File: config.mk
export PLATFORM = sky130hd
export DESIGN_NAME = tape_remote_select_logic
export DESIGN_NICKNAME = d
export VERILOG_FILES = /design/src/hw/tape_remote_select_logic.v
export VERILOG_INCLUDE_DIRS = /design/src /design/src/hw
export SDC_FILE = /design/constraint.sdc
export NUM_CORES = 1
export LEC_CHECK = 0
export ABC_CLOCK_PERIOD_IN_PS = 2400
export BUFFER_PORTS_ARGS = -buffer_cell sky130_fd_sc_hd__buf_2
export CAP_MARGIN = 30
export CORE_UTILIZATION = 58
export CTS_CLUSTER_DIAMETER = 100
export CTS_CLUSTER_SIZE = 16
export DETAILED_ROUTE_END_ITERATION = 12
export PLACE_DENSITY = 0.79
export SYNTH_ARGS = -nofsm -noshare
export SYNTH_HDL_FRONTEND = slang
export SYNTH_SLANG_ARGS = --single-unit
export TNS_END_PERCENT = 50
File: constraint.sdc
create_clock -name clk_i -period 2.4 [get_ports clk_i]
set_input_delay 0.48 -clock clk_i [delete_from_list [all_inputs] [get_ports clk_i]]
set_output_delay 0.48 -clock clk_i [all_outputs]
set_load 0.1 [all_outputs]
File: src/hw/tape_remote_map.vh
// Constants of the tape remote select logic: register offsets, field positions,
// reset values, pin vector positions and timing figures.
// Assumes a 25 MHz system clock and a classic Wishbone slave with 32-bit data.
//
// Operation
// RULE1: free ~400 Hz oscillator drives binary counter; low three bits are channel clock.
// RULE2: monitor and record/ready status sent time-multiplexed, one slot per channel.
// RULE3: monitor code replay,line: 00 mute, 01 line, 10 replay, 11 sync.
// RULE4: command and channel latches store inverse of the transmitted monitor code.
// RULE5: three monitor mode buttons set the two-bit monitor command latch.
// RULE6: channel button encoded to number copies command latch; no button, no change.
// RULE7: each channel's stored monitor pair is output in its channel clock slot.
// RULE8: toggling master latch bypasses scan, sends command latch code in every slot.
// RULE9: mute request from spool commands forces output code 00 over everything.
// RULE10: channel monitor code decoded onto LED matrix, column enabled in its slot.
// RULE11: monitor command latch decoded to light one matching master indicator.
// RULE12: eight record/ready latches, each toggling on its switch press.
// RULE13: record/ready latch of current slot driven onto record/ready bus wire.
// RULE14: ready LED off when clear, flashing when ready, steady with record-on.
// RULE15: record latch sets only with record button, play button and play mode.
// RULE16: record latch clears on transport command, record without play, search zero. Code clears on search zero only with play mode off.
// RULE17: search selection leaves record latch set; search-to-play resumes recording.
// RULE18: record lamp flashes until pinch engaged, then record-on asserted, lamp steady.
// RULE19: search latch set by search command, cleared by zero or stop.
// RULE20: position saturates above one minute, else 8-bit word from counter.
// RULE21: speed decision becomes spool left or right by sign; released when idle.
// RULE22: machine supplies 60 Hz motion pulses at 15 ips and forward-high direction.
// RULE23: up/down counter flags zero and reverses count direction crossing zero.
// RULE24: speed measured by counting motion pulses over fixed window, compared to position.
`ifndef TAPE_REMOTE_MAP_VH
`define TAPE_REMOTE_MAP_VH

// ****************************************
// timing
// ****************************************
`define CLK_HZ          25000000
`define OSC_HZ          400
`define READY_HZ        1
`define MOTION_HZ       60
`define SPEED_WIN_MS    250

// ****************************************
// register offsets (byte addresses)
// ****************************************
`define REG_CTRL        4'h0
`define REG_STATUS      4'h4
`define REG_MONITOR     4'h8
`define REG_POSITION    4'hC

// ****************************************
// fields
// ****************************************
`define CTRL_SOFT_MUTE  0
`define CTRL_CNT_CLEAR  1
`define ST_CHCLK        0
`define ST_MASTER       3
`define ST_REC_LATCH    4
`define ST_REC_ON       5
`define ST_SEARCH       6
`define ST_ZERO         7
`define ST_NEG          8
`define MON_CMD         0
`define MON_RR          8
`define POS_MAG         0
`define POS_NEG         16
`define POS_SPEED       24

// ****************************************
// reset values
// ****************************************
`define MON_RESET_N     2'h2
`define CTRL_RESET      2'h0

// ****************************************
// pin vector positions
// ****************************************
`define PIN_W           30
`define PIN_CHSEL       0
`define PIN_RR          8
`define PIN_MON         16
`define PIN_MASTER      19
`define PIN_REC         20
`define PIN_PLAY        21
`define PIN_PLAYMODE    22
`define PIN_XPORT       23
`define PIN_STOP        24
`define PIN_SEARCH      25
`define PIN_PINCH       26
`define PIN_MUTE        27
`define PIN_MOTION      28
`define PIN_DIR         29

`endif

File: src/hw/tape_remote_select_logic.v
// Remote unit logic: channel clock, monitor and record/ready multiplexing,
// record latch, tape counter and search-to-zero spool control.
// Assumes all pins are asynchronous to clk_i and a classic Wishbone master.
`timescale 1ns/10ps
`include "tape_remote_map.vh"

module tape_remote_select_logic #(
    parameter OSC_DIV        = `CLK_HZ / `OSC_HZ,
    parameter READY_HALF     = `CLK_HZ / (2 * `READY_HZ),
    parameter SPEED_WIN      = (`CLK_HZ / 1000) * `SPEED_WIN_MS,
    parameter PULSES_PER_SEC = `MOTION_HZ
)(
    input  wire        clk_i,
    input  wire        rst_i,
    input  wire [3:0]  wb_adr_i,
    input  wire [31:0] wb_dat_i,
    input  wire [3:0]  wb_sel_i,
    input  wire        wb_we_i,
    input  wire        wb_cyc_i,
    input  wire        wb_stb_i,
    output reg  [31:0] wb_dat_o,
    output reg         wb_ack_o,
    input  wire [7:0]  chan_sel_btn_i,
    input  wire [7:0]  rec_ready_sw_i,
    input  wire [2:0]  mon_mode_btn_i,
    input  wire        master_btn_i,
    input  wire        rec_btn_i,
    input  wire        play_btn_i,
    input  wire        play_mode_i,
    input  wire        transport_cmd_i,
    input  wire        stop_cmd_i,
    input  wire        search_cmd_i,
    input  wire        pinch_i,
    input  wire        mute_req_i,
    input  wire        motion_i,
    input  wire        direction_i,
    output reg  [2:0]  chan_clk_o,
    output reg         mon_replay_o,
    output reg         mon_line_o,
    output reg         rec_ready_bus_o,
    output reg         rec_on_o,
    output reg         rec_lamp_o,
    output reg  [7:0]  led_col_o,
    output reg  [3:0]  led_row_o,
    output reg  [3:0]  master_led_o,
    output reg  [7:0]  rec_ready_led_o,
    output reg         spool_left_o,
    output reg         spool_left_oe_n_o,
    output reg         spool_right_o,
    output reg         spool_right_oe_n_o
);

    // ****************************************
    // pin synchronisers
    // ****************************************
    wire [`PIN_W-1:0] pin_raw;
    reg  [`PIN_W-1:0] pin_s1;
    reg  [`PIN_W-1:0] pin_s2;
    reg  [`PIN_W-1:0] pin_s3;
    reg  [`PIN_W-1:0] pin;
    reg  [`PIN_W-1:0] pin_d;
    wire [`PIN_W-1:0] press;

    assign pin_raw = {direction_i, motion_i, mute_req_i, pinch_i, search_cmd_i, stop_cmd_i,
                      transport_cmd_i, play_mode_i, play_btn_i, rec_btn_i, master_btn_i,
                      mon_mode_btn_i, rec_ready_sw_i, chan_sel_btn_i};
    assign press = pin & ~pin_d;

    // a bit only moves once the second and third stages agree
    always @(posedge clk_i)
    begin
        if (rst_i)
        begin
            pin_s1 <= {`PIN_W{1'b0}};
            pin_s2 <= {`PIN_W{1'b0}};
            pin_s3 <= {`PIN_W{1'b0}};
            pin    <= {`PIN_W{1'b0}};
            pin_d  <= {`PIN_W{1'b0}};
        end
        else
        begin
            pin_s1 <= pin_raw;
            pin_s2 <= pin_s1;
            pin_s3 <= pin_s2;
            pin    <= (pin_s2 & ~(pin_s2 ^ pin_s3)) | (pin & (pin_s2 ^ pin_s3));
            pin_d  <= pin;
        end
    end

    // ****************************************
    // oscillator, channel clock, ready wave
    // ****************************************
    reg [31:0] osc_cnt;
    reg [2:0]  chan;
    reg [31:0] ready_cnt;
    reg        ready_wave;

    always @(posedge clk_i)
    begin
        if (rst_i)
        begin
            osc_cnt    <= 32'h0;
            chan       <= 3'h0;
            ready_cnt  <= 32'h0;
            ready_wave <= 1'b0;
        end
        else
        begin
            if (osc_cnt == OSC_DIV - 1)
            begin
                osc_cnt <= 32'h0;
                chan    <= chan + 3'h1; // RULE1
            end
            else
                osc_cnt <= osc_cnt + 32'h1;
            if (ready_cnt == READY_HALF - 1)
            begin
                ready_cnt  <= 32'h0;
                ready_wave <= ~ready_wave;
            end
            else
                ready_cnt <= ready_cnt + 32'h1;
        end
    end

    // ****************************************
    // monitor command and channel latches
    // ****************************************
    reg  [1:0]  cmd_n;
    reg         master;
    reg  [2:0]  sel_num;
    reg         sel_any;
    reg  [1:0]  chan_n [0:7];
    reg  [7:0]  rr;
    reg  [1:0]  soft_ctrl;
    integer     k;

    always @*
    begin
        sel_num = 3'h0;
        sel_any = 1'b0;
        for (k = 7; k >= 0; k = k - 1)
        begin
            if (pin[`PIN_CHSEL + k])
            begin
                sel_num = k[2:0];
                sel_any = 1'b1;
            end
        end
    end

    always @(posedge clk_i)
    begin
        if (rst_i)
        begin
            cmd_n  <= `MON_RESET_N;
            master <= 1'b0;
        end
        else
        begin
            // inverted storage of the code
            if (pin[`PIN_MON + 2])
                cmd_n <= ~2'h3; // RULE5 RULE4
            else if (pin[`PIN_MON + 1])
                cmd_n <= ~2'h2; // RULE5
            else if (pin[`PIN_MON])
                cmd_n <= ~2'h1; // RULE5
            if (press[`PIN_MASTER])
                master <= ~master; // RULE8
        end
    end

    genvar g;
    generate
        for (g = 0; g < 8; g = g + 1)
        begin : per_chan
            always @(posedge clk_i)
            begin
                if (rst_i)
                begin
                    chan_n[g] <= `MON_RESET_N;
                    rr[g]     <= 1'b0;
                end
                else
                begin
                    if (sel_any && sel_num == g)
                        chan_n[g] <= cmd_n; // RULE6 RULE4
                    if (press[`PIN_RR + g])
                        rr[g] <= ~rr[g]; // RULE12
                end
            end
        end
    endgenerate

    // ****************************************
    // tape counter
    // ****************************************
    reg  [11:0] mag;
    reg         neg;
    reg  [7:0]  sub;
    wire        zero;
    wire        fwd;
    wire        tick;

    assign zero = (mag == 12'h0);
    assign fwd  = pin[`PIN_DIR];
    assign tick = press[`PIN_MOTION] && (sub == PULSES_PER_SEC - 1);

    always @(posedge clk_i)
    begin
        if (rst_i || (wb_cyc_i && wb_stb_i && wb_we_i && !wb_ack_o && wb_sel_i[0]
                      && wb_adr_i == `REG_CTRL && wb_dat_i[`CTRL_CNT_CLEAR]))
        begin
            mag <= 12'h0;
            neg <= 1'b0;
            sub <= 8'h0;
        end
        else if (press[`PIN_MOTION])
        begin
            sub <= tick ? 8'h0 : sub + 8'h1; // RULE22
            if (tick)
            begin
                // counting flips from down to up at zero
                if (zero)
                begin
                    mag <= 12'h1; // RULE23
                    neg <= ~fwd; // RULE23
                end
                else if (fwd ^ neg)
                    mag <= mag + 12'h1;
                else
                    mag <= mag - 12'h1;
            end
        end
    end

    // ****************************************
    // speed measure and search
    // ****************************************
    reg  [31:0] win_cnt;
    reg  [7:0]  pulse_cnt;
    reg  [7:0]  speed;
    reg         search;
    reg         rec_latch;
    wire [7:0]  pos_word;
    wire        speed_up;
    wire        spool_drive;

    assign pos_word    = (mag >= 12'd60) ? 8'hFF : {mag[5:0], 2'h0}; // RULE20
    assign speed_up    = (speed < pos_word); // RULE24
    assign spool_drive = search && !zero;

    always @(posedge clk_i)
    begin
        if (rst_i)
        begin
            win_cnt   <= 32'h0;
            pulse_cnt <= 8'h0;
            speed     <= 8'h0;
        end
        else if (win_cnt == SPEED_WIN - 1)
        begin
            win_cnt   <= 32'h0;
            speed     <= pulse_cnt; // RULE24
            pulse_cnt <= 8'h0;
        end
        else
        begin
            win_cnt <= win_cnt + 32'h1;
            if (press[`PIN_MOTION] && pulse_cnt != 8'hFF)
                pulse_cnt <= pulse_cnt + 8'h1;
        end
    end

    always @(posedge clk_i)
    begin
        if (rst_i)
        begin
            search    <= 1'b0;
            rec_latch <= 1'b0;
        end
        else
        begin
            if (pin[`PIN_STOP] || (search && zero))
                search <= 1'b0; // RULE19
            else if (pin[`PIN_SEARCH])
                search <= 1'b1; // RULE19
            // selecting search never clears it; only search reaching zero with play mode off does
            if (pin[`PIN_REC] && pin[`PIN_PLAY] && pin[`PIN_PLAYMODE])
                rec_latch <= 1'b1; // RULE15
            else if (pin[`PIN_XPORT] || (pin[`PIN_REC] && !pin[`PIN_PLAY])
                     || (search && zero && !pin[`PIN_PLAYMODE]))
                rec_latch <= 1'b0; // RULE16 RULE17
        end
    end

    // ****************************************
    // outputs
    // ****************************************
    reg [1:0] code;

    always @*
    begin
        if (pin[`PIN_MUTE] || soft_ctrl[`CTRL_SOFT_MUTE])
            code = 2'h0; // RULE9
        else if (master)
            code = ~cmd_n; // RULE8
        else
            code = ~chan_n[chan]; // RULE7
    end

    always @(posedge clk_i)
    begin
        if (rst_i)
        begin
            chan_clk_o         <= 3'h0;
            mon_replay_o       <= 1'b0;
            mon_line_o         <= 1'b0;
            rec_ready_bus_o    <= 1'b0;
            rec_on_o           <= 1'b0;
            rec_lamp_o         <= 1'b0;
            led_col_o          <= 8'h0;
            led_row_o          <= 4'h0;
            master_led_o       <= 4'h0;
            rec_ready_led_o    <= 8'h0;
            spool_left_o       <= 1'b0;
            spool_right_o      <= 1'b0;
            spool_left_oe_n_o  <= 1'b1;
            spool_right_oe_n_o <= 1'b1;
        end
        else
        begin
            chan_clk_o      <= chan; // RULE1
            mon_replay_o    <= code[1]; // RULE2 RULE3
            mon_line_o      <= code[0]; // RULE2 RULE3
            rec_ready_bus_o <= rr[chan]; // RULE13 RULE2
            rec_on_o        <= rec_latch && pin[`PIN_PINCH]; // RULE18
            rec_lamp_o      <= rec_latch && (pin[`PIN_PINCH] || ready_wave); // RULE18
            led_col_o       <= 8'h1 << chan; // RULE10
            led_row_o       <= 4'h1 << code; // RULE10
            master_led_o    <= 4'h1 << ~cmd_n; // RULE11
            rec_ready_led_o <= rr & {8{rec_latch && pin[`PIN_PINCH] || ready_wave}}; // RULE14
            // toward zero when speeding up, away to brake when slowing
            spool_left_o       <= spool_drive && (speed_up ^ neg); // RULE21
            spool_right_o      <= spool_drive && !(speed_up ^ neg); // RULE21
            spool_left_oe_n_o  <= !spool_drive; // RULE21
            spool_right_oe_n_o <= !spool_drive; // RULE21
        end
    end

    // ****************************************
    // wishbone slave
    // ****************************************
    wire bus_req;

    assign bus_req = wb_cyc_i && wb_stb_i && !wb_ack_o;

    always @(posedge clk_i)
    begin
        if (rst_i)
        begin
            wb_ack_o  <= 1'b0;
            wb_dat_o  <= 32'h0;
            soft_ctrl <= `CTRL_RESET;
        end
        else
        begin
            wb_ack_o <= bus_req;
            wb_dat_o <= 32'h0;
            if (bus_req && wb_we_i && wb_sel_i[0] && wb_adr_i == `REG_CTRL)
                soft_ctrl <= {1'b0, wb_dat_i[`CTRL_SOFT_MUTE]};
            if (bus_req && !wb_we_i)
            begin
                case (wb_adr_i)
                    `REG_CTRL:
                        wb_dat_o <= {30'h0, soft_ctrl};
                    `REG_STATUS:
                        wb_dat_o <= {23'h0, neg, zero, search, rec_on_o, rec_latch, master, chan};
                    `REG_MONITOR:
                        wb_dat_o <= {16'h0, rr, 6'h0, ~cmd_n};
                    `REG_POSITION:
                        wb_dat_o <= {speed, 7'h0, neg, 4'h0, mag};
                    default:
                        wb_dat_o <= 32'h0;
                endcase
            end
        end
    end

endmodule

==> results.tsv <==
metric	value	unit
number of DRC markers in iteration 0	501	
number of global-route vias before repair	8833	
unrepaired setup endpoints after global routing	true	
Final nets	1620	
Hold Path Class	in -> reg	
placed cell area	0.01455	sq mm
Worst Setup End Kind	register	
global route total overflow	0	
Die Span Y	155.0	um
initial core utilization	59.57	%
cts hold-fix bufs	0	
ANT cells	0	
H-tree levels	1	
final wirelength	25.59	mm
total number of vias	9642	
post-synthesis xor/xnor area fraction	7.681	%
Final Total Pwr	10.37	mW
post-synthesis compound-gate area fraction	6.289	%
Die Footprint	0.02401	sq mm
Worst Skew	9.639	ps
Setup CP Type	reg -> reg	
Final GP Congestion	0.9028	
mux contribution to synthesized area	2.711	%
post-route setup TNS	0	ps
CTS tree	yes	
die width	155.0	um
Mapped Cells	1394	
Post-route DRC	0	
Slew HR	42.08	%
first-pass GRT wire length	42.28	mm
EDFF count, synth	16	
# IOs	144	
routed length per instance	13.95	um
cts bufs inserted	26	
share of flip-flops with an asynchronous set or reset	0	%
top-area cell type share of the netlist area	50.90	%
synthesized cell area	0.01357	sq mm
pre-CTS WS	17.60	ps
final antenna-violating net count	0	
CP startpoint kind	register	
Final setup viols	0	
CTS max path bufs	3	
vias per cell	5.257	
synth top area cells	dfxtp_1, nor2_1, nor2b_1	
Syn-to-layout area delta	12.85	%
ys flop type	dfxtp_1	
worst vdd ir	534.6	uV
Setup WS post-layout	52.86	ps
largest net degree at the start of global routing	109	
fmax	0.4261	GHz
IO buf count	103	
initial antenna violation count	0	
adder-cell share of the synthesized area	2.545	%
post-synth top area cell	dfxtp_1	
Inst Count DP	1800	
Sink Count	361	
Worst Max-Slew Pin Slew	865.5	ps
status	finished, final reports clean	
register bit total from synthesis	361	
register clock-pin slew on the reported worst setup and hold paths	70	ps
Leakage Power	5.926	nW
Tot GR Track Use	21.23	%
dpl hpwl	17.46	mm
largest family of logic cells by synthesized area	simple AND/OR/NAND/NOR gates	
Cell Rows	55	
Arr. time, crit path	2790	ps
worst-skew pair later-pin latency	540	ps
drt pass-1 iters	4	
Unique masters post-synth	55	
Max-Cap Viols	0	
fin crit period	2347	ps
WHS	144.7	ps
Synth Area in Simple Gates	23.83	%
syn_area_per_cell	9.734	sq um
Seq/Total Area, Yosys	54.44	%
Final Non-Filler Cells	1834	
final hold vios	0	
Core Area	0.02278	sq mm
CP Max Fanout	9	
Syn. warnings	0	
post-route cell area	0.01531	sq mm
final period utilization	97.80	%
clock root cell	clkbuf_16	
PwrDens	677.4	mW/mm^2
critical path required time	2840	ps
Slew Limit Fails	0	
share of cells above drive strength 1	12.75	%
Util after Layout	67.23	%
[routing by layer]
metal	wire, um	share of wire (%)	up-vias	track usage (%)
li1	-	-	4905	-
met1	12180	48	4476	29.17
met2	11620	45	212	35.22
met3	1155	4.5	49	2.702
met4	631	2.5	0	5.893
met5	0	0	-	0
[worst paths after layout]
| kind | start | endpoint | slack [ps] | depth (start not counted) |
|---|---|---|---|---|
| setup reg to reg | neg | mag[9] | 50 | 11 |
| hold reg to reg | pin_s1[12] | pin_s2[12] | 440 | 1 |
| setup / recovery | neg | mag[9] | 50 | 11 |
| hold / removal | transport_cmd_i | pin_s1[23] | 140 | 2 |
[layout make-up]
class,count,area [sq um]
Fill cell,1773,7465
Sequential cell,361,7387
Multi-Input combinational cell,967,5924
Timing Repair Buffer,138,830.8
Clock buffer,29,661.9
Tap cell,313,391.6
Inverter,24,92.59
Clock inverter,2,25.02
[layout by cell type, fill, tap and decap left out, types with 4 or more instances in the layout]
cell type / count
nor3b_1: 6
buf_2: 102
buf_12: 4
o21ai_0: 46
dfxtp_1: 345
mux2i_1: 21
or3_1: 13
nor3_1: 20
and4_1: 6
nand4_1: 25
inv_1: 23
nor4_1: 17
ha_1: 25
xor2_1: 63
or4_1: 5
nand3_1: 50
edfxtp_1: 16
conb_1: 7
and2_1: 31
a21o_1: 4
nor2_1: 196
a22o_1: 10
buf_4: 32
and3_1: 23
or2_2: 5
a211oi_1: 5
xnor2_1: 55
clkbuf_16: 26
nor2b_1: 117
mux4_2: 6
nand2b_1: 7
nand2_1: 108
a21oi_1: 54
[critical path, stage by stage, from the launching register on]
cell      delay [ps]
dfxtp_1          380
xor2_2           240
inv_4            120
buf_4            160
ha_1             330
a21oi_1          200
o211ai_1         180
buf_4            180
nand2_1           60
nand2_1           60
xor2_1           140
a22o_1           190
[kinds of logic after synthesis]
family                     after synthesis
buffers and inverters                   72
AOI/OAI and AO/OA                      144
DFF                                    361
other                                    1
adders and majority gates               27
and+or+nand+nor                        641
muxes                                   29
xor gates and xnor gates               119
[what timing repair did]
item | CTS | global route
cloned | 0 | 0
pin swaps | 0 | 4
buffers inserted | 0 | 3
hold endpoints to repair | 0 | 0
endpoints found under the setup margin | 2 | 7
resized for setup | 1 | 11
[Yosys cell counts, drive strengths merged, types with 2 or more instances]
| master | number |
|---|---|
| a2111oi | 2 |
| a211oi | 7 |
| a21o | 4 |
| a21oi | 56 |
| a22o | 10 |
| a22oi | 3 |
| and2 | 31 |
| and3 | 23 |
| and4 | 6 |
| buf | 23 |
| clkbuf | 25 |
| dfxtp | 345 |
| edfxtp | 16 |
| ha | 26 |
| inv | 24 |
| mux2 | 2 |
| mux2i | 21 |
| mux4 | 6 |
| nand2 | 108 |
| nand2b | 7 |
| nand3 | 50 |
| nand4 | 25 |
| nand4b | 2 |
| nor2 | 196 |
| nor2b | 117 |
| nor3 | 20 |
| nor3b | 6 |
| nor4 | 19 |
| nor4b | 3 |
| o211ai | 3 |
| o21a | 3 |
| o21ai | 47 |
| o21bai | 3 |
| or2 | 6 |
| or3 | 13 |
| or4 | 6 |
| xnor2 | 55 |
| xor2 | 64 |
[report_power, final]
part           internal (mW)  switching (mW)  total (mW)  leakage, nW
sequential              6.12          0.0381        6.15         2.93
clock                   1.95            1.92        3.86        0.335
combinational          0.116           0.240       0.357         2.66
total                   8.18            2.20        10.4         5.93
[flip-flops by register name (all words and copies together), names as in the netlist, 4 cells and up, named ones only]
signal and cells:
led_row_o 4, pin_s2 30, sub 8, wb_dat_o 25, chan_n 16, speed 8
pin_s3 30, rec_ready_led_o 8, master_led_o 4, osc_cnt 32, rr 8, pulse_cnt 8
mag 12, led_col_o 8, ready_cnt 32, win_cnt 32, pin_s1 30, pin_d 10
No activity file was read; power rests on OpenSTA's default activity.
